`src/shared/touch_scan_pkg.sv`:
```
package touch_scan_pkg;
    // Register map (word addresses on the plain port)
    localparam logic [3:0] ADDR_WIDTH_BITS   = 4'h4;
    localparam logic [3:0] CTRL_ADDR         = 4'h0;
    localparam logic [3:0] X_RESULT_ADDR     = 4'h1;
    localparam logic [3:0] Y_RESULT_ADDR     = 4'h2;
    localparam logic [3:0] PRS1_RESULT_ADDR  = 4'h3;
    localparam logic [3:0] PRS2_RESULT_ADDR  = 4'h4;
    localparam logic [3:0] BATT_RESULT_ADDR  = 4'h5;
    localparam logic [3:0] AUXA_RESULT_ADDR  = 4'h6;
    localparam logic [3:0] AUXB_RESULT_ADDR  = 4'h7;

    // Control register fields
    localparam int PEN_BIT       = 15;
    localparam int STATE_BIT     = 14;
    localparam int SCAN_MSB      = 13;
    localparam int SCAN_LSB      = 10;
    localparam int WIDTH_MSB     = 9;
    localparam int WIDTH_LSB     = 8;

    // Scan function codes
    localparam logic [3:0] SCAN_NONE      = 4'h0;
    localparam logic [3:0] SCAN_XY        = 4'h1;
    localparam logic [3:0] SCAN_XYZ       = 4'h2;
    localparam logic [3:0] SCAN_X_ONLY    = 4'h3;
    localparam logic [3:0] SCAN_PORT      = 4'hb;
    localparam logic [3:0] SCAN_DRV_X     = 4'hd;
    localparam logic [3:0] SCAN_DRV_YX    = 4'hf;

    // Width codes
    localparam logic [1:0] WIDTH_12A      = 2'h0;
    localparam logic [1:0] WIDTH_8        = 2'h1;
    localparam logic [1:0] WIDTH_10       = 2'h2;

    // Result slot numbers, one per result register
    localparam logic [2:0] SLOT_X         = 3'h0;
    localparam logic [2:0] SLOT_Y         = 3'h1;
    localparam logic [2:0] SLOT_PRS1      = 3'h2;
    localparam logic [2:0] SLOT_PRS2      = 3'h3;
    localparam logic [2:0] SLOT_BATT      = 3'h4;
    localparam logic [2:0] SLOT_AUXA      = 3'h5;
    localparam logic [2:0] SLOT_AUXB      = 3'h6;
    localparam int         SLOT_COUNT     = 7;

    // Reset values
    localparam logic [15:0] RESULT_RESET  = 16'h0000;
    localparam logic [3:0]  SCAN_RESET    = 4'h0;
    localparam logic [1:0]  WIDTH_RESET   = 2'h0;

    // Analog channel select codes on the converter port
    localparam logic [2:0] CHAN_X         = 3'h0;
    localparam logic [2:0] CHAN_Y         = 3'h1;
    localparam logic [2:0] CHAN_PRS1      = 3'h2;
    localparam logic [2:0] CHAN_PRS2      = 3'h3;
    localparam logic [2:0] CHAN_BATT      = 3'h4;
    localparam logic [2:0] CHAN_AUXA      = 3'h5;
    localparam logic [2:0] CHAN_AUXB      = 3'h6;
endpackage

```
`src/hw/result_store.sv`:
```
`timescale 1ns/1ns
// Seven result words, written by the sequencer, read by the host port
module result_store
    import touch_scan_pkg::*;
(
    // Clock and reset
    input  wire logic        ref_clk,
    input  wire logic        rst,
    // Write side
    input  wire logic        wr_en,
    input  wire logic [2:0]  wr_slot,
    input  wire logic [11:0] wr_data,
    // Read side
    input  wire logic [2:0]  rd_slot,
    output logic      [15:0] rd_data
);
    logic [11:0] word_reg [SLOT_COUNT];

    // One holding word per slot, cleared by reset
    genvar g;
    generate
        for (g = 0; g < SLOT_COUNT; g++) begin : g_word
            always_ff @(posedge ref_clk) begin
                if (rst) begin
                    word_reg[g] <= RESULT_RESET[11:0];
                end else if (wr_en && wr_slot == 3'(g)) begin
                    word_reg[g] <= wr_data;
                end
            end
        end
    endgenerate

    // Registered read; upper nibble always zero
    always_ff @(posedge ref_clk) begin
        if (rst) begin
            rd_data <= RESULT_RESET;
        end else if (int'(rd_slot) < SLOT_COUNT) begin
            rd_data <= {4'h0, word_reg[rd_slot]};
        end else begin
            rd_data <= RESULT_RESET;
        end
    end
endmodule

```
`src/hw/touch_scan_ctrl.sv`:
```
// The plain strobed port was left to the implementer.
`timescale 1ns/1ns
module touch_scan_ctrl
    import touch_scan_pkg::*;
(
    // Clock and reset
    input  wire logic        ref_clk,
    input  wire logic        rst,
    // Register port
    input  wire logic [3:0]  reg_addr,
    input  wire logic [15:0] reg_wdata,
    input  wire logic        reg_write,
    input  wire logic        reg_read,
    output logic      [15:0] reg_rdata,
    // Pen detect pin, asynchronous
    input  wire logic        pen_touch,
    // Converter core handshake
    output logic             conv_start,
    output logic      [2:0]  conv_channel,
    output logic      [1:0]  conv_width,
    input  wire logic        conv_done,
    input  wire logic [11:0] conv_data,
    // Panel drivers and power
    output logic             x_plus_drive,
    output logic             x_minus_drive,
    output logic             y_plus_drive,
    output logic             y_minus_drive,
    output logic             converter_power_down
);
    typedef enum logic [1:0] {IDLE, START, WAIT} seq_type;

    seq_type     seq_reg;
    logic        pen_meta_reg;
    logic        pen_sync_reg;
    logic        pen_state_ctrl_mode_reg;
    logic        converter_state_stop_reg;
    logic [3:0]  scan_function_select_reg;
    logic [1:0]  conversion_width_select_reg;
    logic [2:0]  step_reg;
    logic [2:0]  step_next;
    logic        ctrl_rd_reg;
    logic [15:0] ctrl_rdata_reg;
    logic [15:0] store_rdata;
    logic        store_wr;
    logic [2:0]  store_slot;
    logic [2:0]  rd_slot;
    logic        ctrl_write;
    logic        scan_active;
    logic        repeat_scan;
    logic        pen_needed;
    logic        last_step;
    logic [2:0]  step_channel;
    logic [2:0]  step_slot;
    logic        done_taken;

    assign ctrl_write = reg_write && reg_addr == CTRL_ADDR;

    // Pen pin crosses into this domain through two flops
    always_ff @(posedge ref_clk) begin
        if (rst) begin
            pen_meta_reg <= 1'b0;
            pen_sync_reg <= 1'b0;
        end else begin
            pen_meta_reg <= pen_touch;
            pen_sync_reg <= pen_meta_reg;
        end
    end

    // Writable control fields; result registers have no write path
    always_ff @(posedge ref_clk) begin
        if (rst) begin
            pen_state_ctrl_mode_reg     <= 1'b0;
            converter_state_stop_reg    <= 1'b0;
            scan_function_select_reg    <= SCAN_RESET;
            conversion_width_select_reg <= WIDTH_RESET;
        end else if (ctrl_write) begin
            pen_state_ctrl_mode_reg     <= reg_wdata[PEN_BIT];
            converter_state_stop_reg    <= reg_wdata[STATE_BIT];
            scan_function_select_reg    <= reg_wdata[SCAN_MSB:SCAN_LSB];
            conversion_width_select_reg <= reg_wdata[WIDTH_MSB:WIDTH_LSB];
        end
    end

    // Per-step channel and slot for each scan code
    always_comb begin
        step_channel = CHAN_X;
        step_slot    = SLOT_X;
        last_step    = 1'b1;
        unique case (scan_function_select_reg)
            SCAN_XY: begin
                step_channel = step_reg[0] ? CHAN_Y : CHAN_X;
                step_slot    = step_reg[0] ? SLOT_Y : SLOT_X;
                last_step    = step_reg == 3'h1;
            end
            SCAN_XYZ: begin
                step_channel = step_reg;
                step_slot    = step_reg;
                last_step    = step_reg == 3'h3;
            end
            SCAN_PORT: begin
                step_channel = CHAN_BATT + step_reg;
                step_slot    = SLOT_BATT + step_reg;
                last_step    = step_reg == 3'h2;
            end
            default: begin
                step_channel = CHAN_X;
                step_slot    = SLOT_X;
                last_step    = 1'b1;
            end
        endcase
    end

    // Only the four converting codes start a sequence
    always_comb begin
        scan_active = 1'b0;
        repeat_scan = 1'b0;
        unique case (scan_function_select_reg)
            SCAN_XY, SCAN_XYZ: begin
                scan_active = 1'b1;
                repeat_scan = 1'b1;
            end
            SCAN_X_ONLY, SCAN_PORT: scan_active = 1'b1;
            default: scan_active = 1'b0;
        endcase
    end

    // Touch codes wait for the pen when the device is in charge
    assign pen_needed = repeat_scan || scan_function_select_reg == SCAN_X_ONLY;

    assign step_next = last_step ? 3'h0 : 3'(step_reg + 3'h1);

    // Sequencer: a control write restarts it, stop or pen lift ends it
    always_ff @(posedge ref_clk) begin
        if (rst) begin
            seq_reg  <= IDLE;
            step_reg <= 3'h0;
        end else if (ctrl_write) begin
            seq_reg  <= (reg_wdata[STATE_BIT] ||
                         reg_wdata[SCAN_MSB:SCAN_LSB] == SCAN_NONE)
                        ? IDLE : START;
            step_reg <= 3'h0;
        end else if (converter_state_stop_reg) begin
            seq_reg  <= IDLE;
        end else begin
            unique case (seq_reg)
                IDLE: begin
                    // Self-driven mode relaunches touch scans on pen down
                    if (pen_state_ctrl_mode_reg && pen_needed &&
                        scan_active && pen_sync_reg) begin
                        seq_reg  <= START;
                        step_reg <= 3'h0;
                    end
                end
                START: begin
                    if (!scan_active) begin
                        seq_reg <= IDLE;
                    end else if (pen_needed && pen_state_ctrl_mode_reg &&
                                 !pen_sync_reg) begin
                        seq_reg <= IDLE;
                    end else begin
                        seq_reg <= WAIT;
                    end
                end
                WAIT: begin
                    if (done_taken) begin
                        step_reg <= step_next;
                        if (!last_step) begin
                            seq_reg <= START;
                        end else if (repeat_scan && pen_sync_reg) begin
                            seq_reg <= START;
                        end else begin
                            seq_reg <= IDLE;
                        end
                    end
                end
            endcase
        end
    end

    // Converter core strobes, all from flops
    always_ff @(posedge ref_clk) begin
        if (rst) begin
            conv_start           <= 1'b0;
            conv_channel         <= CHAN_X;
            conv_width           <= WIDTH_12A;
            converter_power_down <= 1'b0;
        end else begin
            conv_start <= seq_reg == START && scan_active &&
                          !converter_state_stop_reg && !ctrl_write &&
                          !(pen_needed && pen_state_ctrl_mode_reg &&
                            !pen_sync_reg);
            conv_channel         <= step_channel;
            conv_width           <= conversion_width_select_reg;
            converter_power_down <= converter_state_stop_reg;
        end
    end

    // A done seen while our start strobe is still up belongs to a
    // conversion that a restart abandoned, so it is not taken
    assign done_taken = seq_reg == WAIT && conv_done && !conv_start;

    // Result write; low bits trimmed to the chosen width
    assign store_wr   = done_taken &&
                        !converter_state_stop_reg && !ctrl_write;
    assign store_slot = step_slot;

    // Panel drivers follow the drive codes only
    always_ff @(posedge ref_clk) begin
        if (rst) begin
            x_plus_drive  <= 1'b0;
            x_minus_drive <= 1'b0;
            y_plus_drive  <= 1'b0;
            y_minus_drive <= 1'b0;
        end else begin
            x_plus_drive  <= scan_function_select_reg == SCAN_DRV_X;
            x_minus_drive <= scan_function_select_reg == SCAN_DRV_X ||
                             scan_function_select_reg == SCAN_DRV_YX;
            y_plus_drive  <= scan_function_select_reg == SCAN_DRV_YX;
            y_minus_drive <= 1'b0;
        end
    end

    // Lower widths keep the top bits of the sample, right-justified
    logic [11:0] trimmed;
    always_comb begin
        unique case (conversion_width_select_reg)
            WIDTH_8:  trimmed = {4'h0, conv_data[11:4]};
            WIDTH_10: trimmed = {2'h0, conv_data[11:2]};
            default:  trimmed = conv_data;
        endcase
    end

    assign rd_slot = 3'(reg_addr - X_RESULT_ADDR);

    result_store u_store (
        .ref_clk (ref_clk),
        .rst     (rst),
        .wr_en   (store_wr),
        .wr_slot (store_slot),
        .wr_data (trimmed),
        .rd_slot (rd_slot),
        .rd_data (store_rdata)
    );

    // Control read image: live pen and idle flag (one when idle) in the top bits
    always_ff @(posedge ref_clk) begin
        if (rst) begin
            ctrl_rd_reg    <= 1'b0;
            ctrl_rdata_reg <= 16'h0000;
        end else begin
            ctrl_rd_reg    <= reg_read && reg_addr == CTRL_ADDR;
            ctrl_rdata_reg <= {pen_sync_reg,
                               seq_reg == IDLE,
                               scan_function_select_reg,
                               conversion_width_select_reg, 8'h00};
        end
    end

    // Read data mux; unmapped addresses read zero
    logic rd_hit_reg;
    always_ff @(posedge ref_clk) begin
        if (rst) begin
            rd_hit_reg <= 1'b0;
        end else begin
            rd_hit_reg <= reg_read && reg_addr >= X_RESULT_ADDR &&
                          reg_addr <= AUXB_RESULT_ADDR;
        end
    end

    // Both sources are flops; the memory read is registered inside the store
    always_comb begin
        reg_rdata = 16'h0000;
        if (ctrl_rd_reg) begin
            reg_rdata = ctrl_rdata_reg;
        end else if (rd_hit_reg) begin
            reg_rdata = store_rdata;
        end
    end
endmodule

```
`config.mk`:
```
export PLATFORM = sky130hd
export DESIGN_NAME = touch_scan_ctrl
export DESIGN_NICKNAME = d
export VERILOG_FILES = /design/src/shared/touch_scan_pkg.sv /design/src/hw/result_store.sv /design/src/hw/touch_scan_ctrl.sv
export SDC_FILE = /design/constraint.sdc
export NUM_CORES = 1
export LEC_CHECK = 0
export BUFFER_PORTS_ARGS = -buffer_cell sky130_fd_sc_hd__buf_2
export CORE_ASPECT_RATIO = 0.75
export CORE_UTILIZATION = 53
export DETAILED_ROUTE_END_ITERATION = 7
export PLACE_DENSITY_LB_ADDON = 0.25
export SLEW_MARGIN = 20
export SYNTH_ARGS = -nofsm -noshare
export SYNTH_HDL_FRONTEND = slang
export SYNTH_SLANG_ARGS = --single-unit
```
`constraint.sdc`:
```
create_clock -name ref_clk -period 3.2 [get_ports ref_clk]
set_input_delay 0.32 -clock ref_clk [delete_from_list [all_inputs] [get_ports ref_clk]]
set_output_delay 0.32 -clock ref_clk [all_outputs]
set_load 0.1 [all_outputs]
```
==> run metrics, run 1 <==
average routed wire per standard cell=around 18 um; clock latency at the later pin of the worst-skew pair=between 0.4 and 0.5 ns; post-route DRC violation count=0; number of cells upsized or downsized after cts=0; synthesized netlist cell count=528; detailed-routed wire length on met3=between 1000 and 1500 um; Die Span X=between 100 and 150 um; wire length of the first global-routing pass=20700 um; core box area=between 10000 and 15000 sq um; Worst-path clk slew=~0.060 ns; crit path kind=reg -> reg; clock buffer depth=2; IR Drop Worst-Case VDD=around 470 uV; number of detailed-routing iterations run before antenna repair=5; flip-flop count of the largest register, all copies and words added=84; total routed wire length on the met1 layer=just under 6000 um; starting density of the core=55.36%; Max Fclk=about 430 MHz; actual slew at the worst max-slew pin=roughly 0.8 ns; max-cap violation count=0; status=finished, final reports clean; hold slack final=roughly 0.13 ns; sort of element at the start of the critical path=flop; WP data required=between 3 and 4 ns; count of clock tree sinks=between 100 and 150; fraction of the yosys area taken by sequential cells=59.17%; multi-input logic area=2181 sq um; final worst path period need=2.317 ns; TritonCTS Buffers=17; Fin. Hold Viols=0; Yosys top cell area share=a little over two fifths; Yosys warning total=0; layout filler cell count=slightly above 800; Leak=roughly 0.0026 uW; highest metal used=met4; I/O pins=65; Critical Path Fanout Max=12; count of placed standard cells in the final layout, fillers left out=728; fin util=64.86%; via count normalized by instance count=about 5.8; Pwr Density=~600 nW/um^2; IO buf count=55; distinct cell type count of the synthesized netlist=54; number of nets with antenna violations after routing=0; height of the chip=92.48 um; total instance count after detailed placement=696; buffers inserted by post-CTS timing repair=0; Synthesized Nets=between 500 and 600; clock tree from TritonCTS=done; proportion of register bits with asynchronous set or reset after synthesis=0%; count of standard-cell rows=32; Die ar.=~11000 sq um; Hold/Removal Path Class=in -> reg; Design Power=a little over 4000 uW; length in cells of the worst reg-to-reg path=6; initial antenna violation count=0; routed wire length=between 10000 and 15000 um; total gr overflow=0; DR iter-0 viols=between 500 and 600; number of global-route vias before repair=slightly above 4000; Synth Flop Type=sky130_fd_sc_hd__edfxtp_1; CP arrival=2.57 ns; Tot GR Track Use=between 20% and 30%; Post-layout nets=about 630; maximum number of pins on one net before global-route repair=38; number of buffers inserted for hold repair after clock tree synthesis=0; Avg Synthesized Cell Area=about 11 sq um; GPL Wtd Cong=between 0.8 and 0.9; largest cells by area after synthesis=sky130_fd_sc_hd__edfxtp_1 (44%), sky130_fd_sc_hd__dfxtp_1 (16%), sky130_fd_sc_hd__nor2_1 (8.4%); Setup Viol. Count Final=0; number of flops mapped to enable cells by yosys=84; Crit. End Element=flop; #FFs+latches synth=129; cell area after synthesis=roughly 5800 sq um; post-detailed-placement half-perimeter wirelength=around 9000 um; CTS H-tree depth=4; max-slew violations=0; cell type contributing the most total cell area after synthesis=sky130_fd_sc_hd__edfxtp_1; post-route setup TNS=0 ns; count of inserted antenna diode cells=0; metal2 WL=between 6000 and 7000 um; worst hold path stage count=2; share of final-layout standard cells stronger than drive strength 1=about a fifth; Reg area=3423 sq um; Area growth, synth to finish=17.15%; cell chosen for the clock root=sky130_fd_sc_hd__clkbuf_16; Layout Skew=around 0.013 ns; Slew headroom=between 40 and 50%; unrepaired setup endpoints after global routing=no; final period utilization=72.41%; via count=4224
through the flow:
step                      setup WS, ns  area (sq um)
after global routing            0.7540          6778
final                           0.8830          6778
after CTS                       0.9272          6778
after detailed placement        0.5675          6181
after global placement          0.6597          6181
after floorplan               -0.06122          5791
cell usage after synthesis (3+ instances only):
library cell                 n
sky130_fd_sc_hd__a211oi_1   15
sky130_fd_sc_hd__a21oi_1    32
sky130_fd_sc_hd__a22o_1      3
sky130_fd_sc_hd__a22oi_1     8
sky130_fd_sc_hd__and2_1     14
sky130_fd_sc_hd__buf_2       7
sky130_fd_sc_hd__buf_4       5
sky130_fd_sc_hd__clkbuf_1   21
sky130_fd_sc_hd__dfxtp_1    45
sky130_fd_sc_hd__edfxtp_1   84
sky130_fd_sc_hd__ha_1        9
sky130_fd_sc_hd__inv_1      10
sky130_fd_sc_hd__mux2i_1    12
sky130_fd_sc_hd__mux4_2     12
sky130_fd_sc_hd__nand2_1    39
sky130_fd_sc_hd__nand3_1     5
sky130_fd_sc_hd__nand4b_1    3
sky130_fd_sc_hd__nor2_1    130
sky130_fd_sc_hd__nor2b_1    10
sky130_fd_sc_hd__nor3_1      3
sky130_fd_sc_hd__nor3b_1     5
sky130_fd_sc_hd__nor4_1      4
sky130_fd_sc_hd__o21ai_0    10
sky130_fd_sc_hd__xnor2_1     4
per-layer routing:
layer | GRT usage, % | vias to the layer above
met2 | 38.48 | 206
li1 | - | 1976
met5 | 0 | -
met4 | 9.451 | 0
met1 | 36.20 | 2021
met3 | 4.803 | 21
cell families after synthesis:
group	count (synthesis)	share of synthesized area, %
compound gates	88	10.06
xor+xnor	4	0.6055
fa+ha+maj	9	1.946
buf+inv	46	3.460
flops	129	59.17
mux	24	6.748
other cells	1	0.06482
simple gates	227	17.95
cells in the final DEF (no fill, tap or decap), drive strengths merged, types with 2 or more instances in the layout:
cell	n
a211oi	15
a21boi	4
a21oi	32
a22o	3
a22oi	8
and2	14
buf	67
clkbuf	25
clkinv	5
dfxtp	45
edfxtp	84
ha	9
inv	13
mux2i	12
mux4	12
nand2	39
nand2b	2
nand3	5
nand4b	3
nor2	130
nor2b	10
nor3	5
nor3b	5
nor4	4
o21a	2
o21ai	13
o31ai	2
or4	2
xnor2	4
final timing paths:
path	from	to	slack [ns]
setup reg to reg	seq_reg[0]	u_store.word_reg[5][8]	0.88
setup / recovery	seq_reg[0]	u_store.word_reg[5][8]	0.88
hold reg to reg	pen_meta_reg	pen_sync_reg	0.44
hold / removal	pen_touch	pen_meta_reg	0.13
layout make-up:
cell class	count	area share, %
clock inverters	7	0.5723
well taps	136	2.511
clock buffers	25	8.233
flip-flops and latches	129	50.51
multi-input cells	353	32.18
inverters	11	0.6092
repair buffers	67	5.390
worst max-delay path, cell delays in order (launching register included):
cell and delay [ns]:
sky130_fd_sc_hd__dfxtp_1 0.32, sky130_fd_sc_hd__inv_1 0.13, sky130_fd_sc_hd__ha_1 0.30, sky130_fd_sc_hd__or4b_1 0.52, sky130_fd_sc_hd__nor3_2 0.28, sky130_fd_sc_hd__nand2_1 0.37, sky130_fd_sc_hd__nor2_1 0.24
power by group:
part	switching [uW]	internal (uW)	leakage, uW
clock network	707	1200	0.000306
registers	20.9	1830	0.00121
logic	211	105	0.00113
(Power assumes the default switching activity.)
==> run 2, diff against run 1 <==
--- a/config.mk
+++ b/config.mk
@@ -5,9 +5,10 @@
 export SDC_FILE = /design/constraint.sdc
 export NUM_CORES = 1
 export LEC_CHECK = 0
+export ABC_AREA = 1
 export BUFFER_PORTS_ARGS = -buffer_cell sky130_fd_sc_hd__buf_2
 export CORE_ASPECT_RATIO = 0.75
-export CORE_UTILIZATION = 53
+export CORE_UTILIZATION = 58
 export DETAILED_ROUTE_END_ITERATION = 7
 export PLACE_DENSITY_LB_ADDON = 0.25
 export SLEW_MARGIN = 20
==> constraint.sdc (replaced) <==
create_clock -name ref_clk -period 2.2 [get_ports ref_clk]
set_input_delay 0.22 -clock ref_clk [delete_from_list [all_inputs] [get_ports ref_clk]]
set_output_delay 0.22 -clock ref_clk [all_outputs]
set_load 0.1 [all_outputs]
==> run metrics, run 2 <==
number of detailed-routing iterations run before antenna repair=5 (unchanged); routed wire length=13300 um (was 13250 um); Area growth, synth to finish=18.28% (was 17.15%); final worst path period need=between 2 and 2.5 ns; count of clock tree sinks=129 (unchanged); number of nets with antenna violations after routing=0 (unchanged); count of inserted antenna diode cells=0 (unchanged); CTS H-tree depth=4 (unchanged); Design Power=6401 uW (was 4080 uW); status=finished, final reports clean (unchanged); wire length of the first global-routing pass=21090 um (was 20700 um); post-detailed-placement half-perimeter wirelength=9260 um (was 8970 um); clock buffer depth=2 (unchanged); Internal Pwr Total=4667 uW (was 3141 uW); share of final-layout standard cells stronger than drive strength 1=20.70% (was 20.44%); Die Span X=117.5 um (was 122.6 um); flip-flop count of the largest register, all copies and words added=84 (unchanged); CP arrival=1.79 ns (was 2.57 ns); Yosys warning total=0 (unchanged); #FFs+latches synth=129 (unchanged); actual slew at the worst max-slew pin=0.5983 ns (was 0.8034 ns); largest cells by area after synthesis=sky130_fd_sc_hd__edfxtp_1 (43%), sky130_fd_sc_hd__dfxtp_1 (16%), sky130_fd_sc_hd__nor2_1 (11%) (was sky130_fd_sc_hd__edfxtp_1 (44%), sky130_fd_sc_hd__dfxtp_1 (16%), sky130_fd_sc_hd__nor2_1 (8.4%)); fraction of the yosys area taken by sequential cells=58.97% (was 59.17%); Critical Path Fanout Max=17 (was 12); fin util=70.81% (was 64.86%); Max Fclk=498.8 MHz; most frequent cells in the layout=sky130_fd_sc_hd__nor2_1 (173), sky130_fd_sc_hd__edfxtp_1 (84), sky130_fd_sc_hd__nand2_1 (67) (was sky130_fd_sc_hd__nor2_1 (130), sky130_fd_sc_hd__edfxtp_1 (84), sky130_fd_sc_hd__buf_2 (55)); Slew headroom=60.06% (was 46.44%); IR Drop Worst-Case VDD=579.3 uV (was 466.6 uV); initial antenna violation count=0 (unchanged); post-route DRC violation count=0 (unchanged); unrepaired setup endpoints after global routing=no (unchanged); Leak=0.002985 uW (was 0.002646 uW); Tot GR Track Use=27.16% (was 25.35%); most frequent standard cell in the layout excluding fill and tap cells=sky130_fd_sc_hd__nor2_1 (unchanged); capture point of the worst reg-to-reg path=u_store.word_reg[5][10] (was u_store.word_reg[5][8]); sequential cell fraction of total power=44.5% (was 45.4%); Pwr Density=932.2 nW/um^2 (was 601.9 nW/um^2); I/O pins=65 (unchanged); via count normalized by instance count=5.437 (was 5.802); Clk network pwr share=39.7% (was 46.8%); Yosys top cell area share=43.45% (was 43.60%); total gr overflow=0 (unchanged); multi-input logic area=2072 sq um (was 2181 sq um); crit path kind=reg -> out (was reg -> reg); DR iter-0 viols=586 (was 522); Hold/Removal Path Class=in -> reg (unchanged); Crit. End Element=primary output (was flop); cell chosen for the clock root=sky130_fd_sc_hd__clkbuf_16 (unchanged); average routed wire per standard cell=15.70 um (was 18.19 um); IO buf count=55 (unchanged); cell types with the highest counts after synthesis=sky130_fd_sc_hd__nor2_1 (174), sky130_fd_sc_hd__edfxtp_1 (84), sky130_fd_sc_hd__nand2_1 (67) (was sky130_fd_sc_hd__nor2_1 (130), sky130_fd_sc_hd__edfxtp_1 (84), sky130_fd_sc_hd__dfxtp_1 (45)); clock tree from TritonCTS=done (unchanged); max-cap violation count=0 (unchanged); Fin. Hold Viols=0 (unchanged); WP data required=1.98 ns (was 3.46 ns); clock latency at the later pin of the worst-skew pair=0.41 ns (was 0.42 ns); starting density of the core=59.87% (was 55.36%); most frequent cell after synthesis=sky130_fd_sc_hd__nor2_1 (unchanged); start point of the critical path=ctrl_rd_reg (was seq_reg[0]); slack of the worst reg-to-reg path=0.19 ns (was 0.88 ns); via count=4605 (was 4224); fraction of power spent switching nets=27.10% (was 23.01%); sort of element at the start of the critical path=flop (unchanged); share of total power in combinational logic=15.9% (was 7.7%); layout filler cell count=726 (was 819); distinct cell type count of the synthesized netlist=35 (was 54); Synth Flop Type=sky130_fd_sc_hd__edfxtp_1 (unchanged); Die ar.=10420 sq um (was 11340 sq um); Layout Skew=0.01042 ns (was 0.01275 ns); max-slew violations=0 (unchanged); number of global-route vias before repair=4141 (was 4087); count of placed standard cells in the final layout, fillers left out=847 (was 728); Setup Viol. Count Final=0 (unchanged); GPL Wtd Cong=0.9056 (was 0.8152); final period utilization=between 90% and 100%; Worst-path clk slew=0.05 ns (was 0.06 ns); synthesized netlist cell count=632 (was 528); maximum number of pins on one net before global-route repair=39 (was 38); count of standard-cell rows=31 (was 32); worst setup path endpoint=reg_rdata[11] (was u_store.word_reg[5][8]); total instance count after detailed placement=814 (was 696); height of the chip=88.65 um (was 92.48 um); number of flops mapped to enable cells by yosys=84 (unchanged); Reg area=3423 sq um (unchanged); Synthesized Nets=679 (was 575); cell type contributing the most total cell area after synthesis=sky130_fd_sc_hd__edfxtp_1 (unchanged); length in cells of the worst reg-to-reg path=11 (was 6); post-route setup TNS=0 ns (unchanged); worst flop-to-flop path startpoint=seq_reg[0] (unchanged); core box area=9697 sq um (was 10450 sq um); Avg Synthesized Cell Area=9.186 sq um (was 10.96 sq um); Post-layout nets=749 (was 626); TritonCTS Buffers=17 (unchanged); proportion of register bits with asynchronous set or reset after synthesis=0% (unchanged); Net Sw Power=1734 uW (was 938.9 uW); cell area after synthesis=5806 sq um (was 5786 sq um)
==> run 2: cell types whose count changed in the layout (fill, tap and decap cells not counted), moves of 8 or more <==
cell / delta
sky130_fd_sc_hd__and2_1: -14
sky130_fd_sc_hd__inv_2: +8
sky130_fd_sc_hd__o22ai_1: +12
sky130_fd_sc_hd__nor2_1: +43
sky130_fd_sc_hd__buf_4: +16
sky130_fd_sc_hd__nand2_1: +28
sky130_fd_sc_hd__nor2b_1: -10
sky130_fd_sc_hd__mux4_2: -12
sky130_fd_sc_hd__inv_1: +25
sky130_fd_sc_hd__a211oi_1: -15
sky130_fd_sc_hd__o21ai_0: +49
sky130_fd_sc_hd__a21oi_1: +10
sky130_fd_sc_hd__mux2i_1: -12
==> run 2: final cells by class <==
type	count	share of cell area, %
clock inverter	5	0.3827
clock buffer	27	7.489
multi-input combinational	425	30.17
inverter	45	2.478
timing repair buffer	84	7.216
sequential	129	49.85
tap	132	2.405
==> run 2: power groups by stage <==
stage	clock, uW	sequential (uW)	combinational, uW
after global placement	0	2880	956
final	2540	2850	1020
after global routing	2680	2860	1130
after detailed placement	0	2890	992
after CTS	2570	2840	1000
after floorplan	0	2900	688
==> run 2: logic make-up after synthesis <==
| family | Yosys count | synth area share (%) |
|---|---|---|
| adder cells (fa/ha/maj) | 9 | 1.940 |
| flip-flops | 129 | 58.97 |
| other | 1 | 0.06459 |
| AO/OA/AOI/OAI | 126 | 11.85 |
| buffers and inverters | 78 | 5.603 |
| AND/OR/NAND/NOR | 287 | 21.27 |
| XOR/XNOR | 2 | 0.3018 |
==> run 2: through the flow <==
step,setup WS (ns),area (sq um),hold slack [ns]
after CTS,0.1209,6859,0.001701
after global routing,0.05443,6867,0.01852
final,0.1950,6867,0.01107
after global placement,0.1952,6309,0.3961
after floorplan,0.003953,5813,0.2990
after detailed placement,0.1521,6309,0.3989
==> run 2: worst max-delay path: stages, from the launching register on <==
cell and delay, ns:
sky130_fd_sc_hd__dfxtp_1 0.70, sky130_fd_sc_hd__inv_1 0.19, sky130_fd_sc_hd__nand3_1 0.13, sky130_fd_sc_hd__nand2_1 0.07, sky130_fd_sc_hd__buf_2 0.29
==> run 2: worst min path at each step <==
stage                             from      endpoint  slack [ns]  cells past startpoint
after detailed placement  pen_meta_reg  pen_sync_reg        0.40                      2
after global placement    pen_meta_reg  pen_sync_reg        0.40                      2
after global routing         pen_touch  pen_meta_reg        0.02                      3
after floorplan            reg_addr[3]    rd_hit_reg        0.30                      1
after CTS                    pen_touch  pen_meta_reg       0.002                      3
final                        pen_touch  pen_meta_reg        0.01                      3
==> run 2: routing by layer <==
layer / vias up / track usage, % / wire length [um]
met5: - / 0 / 0
met4: 0 / 8.508 / 141
met3: 17 / 7.410 / 1257
met2: 219 / 41.74 / 5908
met1: 2118 / 37.96 / 5990
li1: 2251 / - / -
==> run 2: what timing repair did <==
action                                  CTS  global route
gates resized for setup                   0             3
endpoints found under the setup margin    0            27
hold buffers                              1             0
buffers inserted                          0             0
hold endpoints to repair                  1             0
==> run 3, diff against run 2 <==
--- a/config.mk
+++ b/config.mk
@@ -10,6 +10,7 @@
 export CORE_ASPECT_RATIO = 0.75
 export CORE_UTILIZATION = 58
 export DETAILED_ROUTE_END_ITERATION = 7
+export HOLD_SLACK_MARGIN = 0.08
 export PLACE_DENSITY_LB_ADDON = 0.25
 export SLEW_MARGIN = 20
 export SYNTH_ARGS = -nofsm -noshare
==> run metrics, run 3 (same netlist as run 2, synthesis figures left out) <==
status=finished, final reports clean (unchanged); Hold/Removal Path Class=in -> reg (unchanged); unrepaired setup endpoints after global routing=no (unchanged); Crit. End Element=flop (was primary output); worst flop-to-flop path startpoint=seq_reg[0] (unchanged); layout filler cell count=722 (was 726); sort of element at the start of the critical path=flop (unchanged); CP delay by family, top=simple AND/OR/NAND/NOR gates (was flip-flops); length in cells of the worst reg-to-reg path=11 (unchanged); maximum number of pins on one net before global-route repair=39 (unchanged); crit path kind=reg -> reg (was reg -> out); WP data required=2.30 ns (was 1.98 ns); CTS H-tree depth=4 (unchanged); via count=4650 (was 4605); Hold Crit Endpoint=ctrl_rd_reg (was pen_meta_reg); max-cap violation count=0 (unchanged); startpoint of the tightest hold check path=reg_read (was pen_touch); fraction of power spent switching nets=27.11% (was 27.10%); IR Drop Worst-Case VDD=578.8 uV (was 579.3 uV); buffers inserted by post-CTS timing repair=0 (unchanged); Worst-path clk slew=0.06 ns (was 0.05 ns); starting density of the core=59.87% (unchanged); Tot GR Track Use=27.18% (was 27.16%); clock buffer depth=2 (unchanged); Max Fclk=500.3 MHz (was 498.8 MHz); most frequent CP cell=sky130_fd_sc_hd__nand2_1; count of inserted antenna diode cells=0 (unchanged); Area growth, synth to finish=18.62% (was 18.28%); average routed wire per standard cell=15.72 um (was 15.70 um); Slew headroom=60.68% (was 60.06%); Die Span X=117.5 um (unchanged); post-route setup TNS=0 ns (unchanged); delay contributed by the slowest stage of the critical path=0.33 ns (was 0.70 ns); share of total power in combinational logic=15.9% (about the same); count of standard-cell rows=31 (unchanged); post-detailed-placement half-perimeter wirelength=9260 um (unchanged); clock latency at the later pin of the worst-skew pair=0.41 ns (about the same); IO buf count=55 (unchanged); Design Power=6405 uW (was 6401 uW); slack of the worst reg-to-reg path=0.20 ns (was 0.19 ns); number of nets with antenna violations after routing=0 (unchanged); DR iter-0 viols=540 (was 586); final worst path period need=1.999 ns (was 2.005 ns); number of buffers and inverters on the critical path=4 (was 2); wire length of the first global-routing pass=21110 um (was 21090 um); Net Sw Power=1736 uW (was 1734 uW); max-slew violations=0 (unchanged); initial antenna violation count=0 (unchanged); post-route cell area=6887 sq um (was 6867 sq um); cell chosen for the clock root=sky130_fd_sc_hd__clkbuf_16 (unchanged); worst hold path stage count=3 (unchanged); height of the chip=88.65 um (unchanged); Clk network pwr share=39.7% (about the same); core box area=9697 sq um (unchanged); number of global-route vias before repair=4153 (was 4141); capture point of the worst reg-to-reg path=u_store.word_reg[5][5] (was u_store.word_reg[5][10]); most frequent cells in the layout=sky130_fd_sc_hd__nor2_1 (173), sky130_fd_sc_hd__edfxtp_1 (84), sky130_fd_sc_hd__nand2_1 (67) (unchanged); routed wire length=13350 um (was 13300 um); actual slew at the worst max-slew pin=0.5890 ns (was 0.5983 ns); sequential cell fraction of total power=44.4% (was 44.5%); worst-path cell chain=inv_1 > ha_2 > inv_2 > nor2_2 > nand2_1 > nor2_2 > nand2_1 > clkinv_2 > nand2_1 > nand2_1 > buf_4 (was inv_1 > nand3_1 > nand2_1 > buf_2); Die ar.=10420 sq um (unchanged); post-route DRC violation count=0 (unchanged); count of clock tree sinks=129 (unchanged); Pwr Density=930.1 nW/um^2 (was 932.2 nW/um^2); CP arrival=2.10 ns (was 1.79 ns); I/O pins=65 (unchanged); clock tree from TritonCTS=done (unchanged); placed standard-cell area=6309 sq um (unchanged); highest-delay cell along the critical path=sky130_fd_sc_hd__dfxtp_1 (unchanged); Post-layout nets=751 (was 749); final period utilization=90.85% (was 91.14%); Fin. Hold Viols=0 (unchanged); Layout Skew=0.008851 ns (was 0.01042 ns); total gr overflow=0 (unchanged); GPL Wtd Cong=0.9056 (unchanged); Internal Pwr Total=4669 uW (was 4667 uW); Setup Viol. Count Final=0 (unchanged); Leak=0.002993 uW (was 0.002985 uW); Critical Path Fanout Max=12 (was 17); number of detailed-routing iterations run before antenna repair=5 (unchanged); via count normalized by instance count=5.477 (was 5.437); flip-flop count of the largest register, all copies and words added=84 (unchanged); share of final-layout standard cells stronger than drive strength 1=20.64% (was 20.70%); most frequent standard cell in the layout excluding fill and tap cells=sky130_fd_sc_hd__nor2_1 (unchanged); TritonCTS Buffers=17 (unchanged)
[run 3: power by group through the flow]
stage	Sequential [uW]	Combinational (uW)	Clock, uW
detailed placement	2890	992	0
global placement	2880	956	0
finish	2850	1020	2540
global route	2860	1130	2680
CTS	2840	1010	2570
floorplan	2900	688	0
[run 3: area by class of cell]
type	count	area, sq um	area share (%)
Inverter	45	170.2	2.471
Clock buffer	27	514.2	7.467
Sequential cell	129	3423	49.71
Tap cell	132	165.2	2.398
Clock inverter	5	26.28	0.3815
Timing Repair Buffer	86	515.5	7.485
Multi-Input combinational cell	425	2072	30.09
[run 3: timing repair]
item / in CTS / in global routing
endpoints found under the hold margin: 3 / 0
hold buffers: 3 / 0
resized for setup: 0 / 3
setup endpoints to repair: 0 / 27
[run 3: how the worst max path moves through the flow]
stage	start	to	slack, ns	cells past startpoint
global route	ctrl_rd_reg	reg_rdata[11]	0.05	4
global placement	conversion_width_select_reg[0]	u_store.word_reg[4][6]	0.20	7
CTS	conversion_width_select_reg[0]	u_store.word_reg[4][5]	0.12	7
floorplan	reg_addr[0]	u_store.word_reg[1][0]	0.004	11
finish	seq_reg[0]	u_store.word_reg[5][5]	0.20	11
detailed placement	conversion_width_select_reg[0]	u_store.word_reg[6][7]	0.15	7
[run 3: per-layer routing]
layer  global-route usage (%)  wire, um  part of all wire, %  vias to the layer above
met1                    37.94      6120                   46                     2160
met5                        0         0                    0                        -
met4                    8.508       170                  1.3                        0
met3                    7.410      1172                  8.8                       27
met2                    41.85      5885                   44                      205
li1                         -         -                    -                     2258
[run 3: per-stage QoR]
step / std cells / setup slack (ns) / hold WS, ns / util [%]
finish: 849 / 0.2013 / 0.08916 / 71.02
global route: 849 / 0.05443 / 0.1051 / 71.02
CTS: 849 / 0.1209 / 0.08729 / 70.94
detailed placement: 814 / 0.1521 / 0.3989 / 65.06
global placement: 814 / 0.1952 / 0.3961 / 65.06
floorplan: 632 / 0.003953 / 0.2990 / -
[run 3: worst reg2reg max path: stages, from the launching register on]
cell and delay [ns]:
sky130_fd_sc_hd__dfxtp_1 0.33, sky130_fd_sc_hd__inv_1 0.11, sky130_fd_sc_hd__ha_2 0.24, sky130_fd_sc_hd__inv_2 0.07, sky130_fd_sc_hd__nor2_2 0.07, sky130_fd_sc_hd__nand2_1 0.09
sky130_fd_sc_hd__nor2_2 0.16, sky130_fd_sc_hd__nand2_1 0.13, sky130_fd_sc_hd__clkinv_2 0.11, sky130_fd_sc_hd__nand2_1 0.07, sky130_fd_sc_hd__nand2_1 0.08, sky130_fd_sc_hd__buf_4 0.22
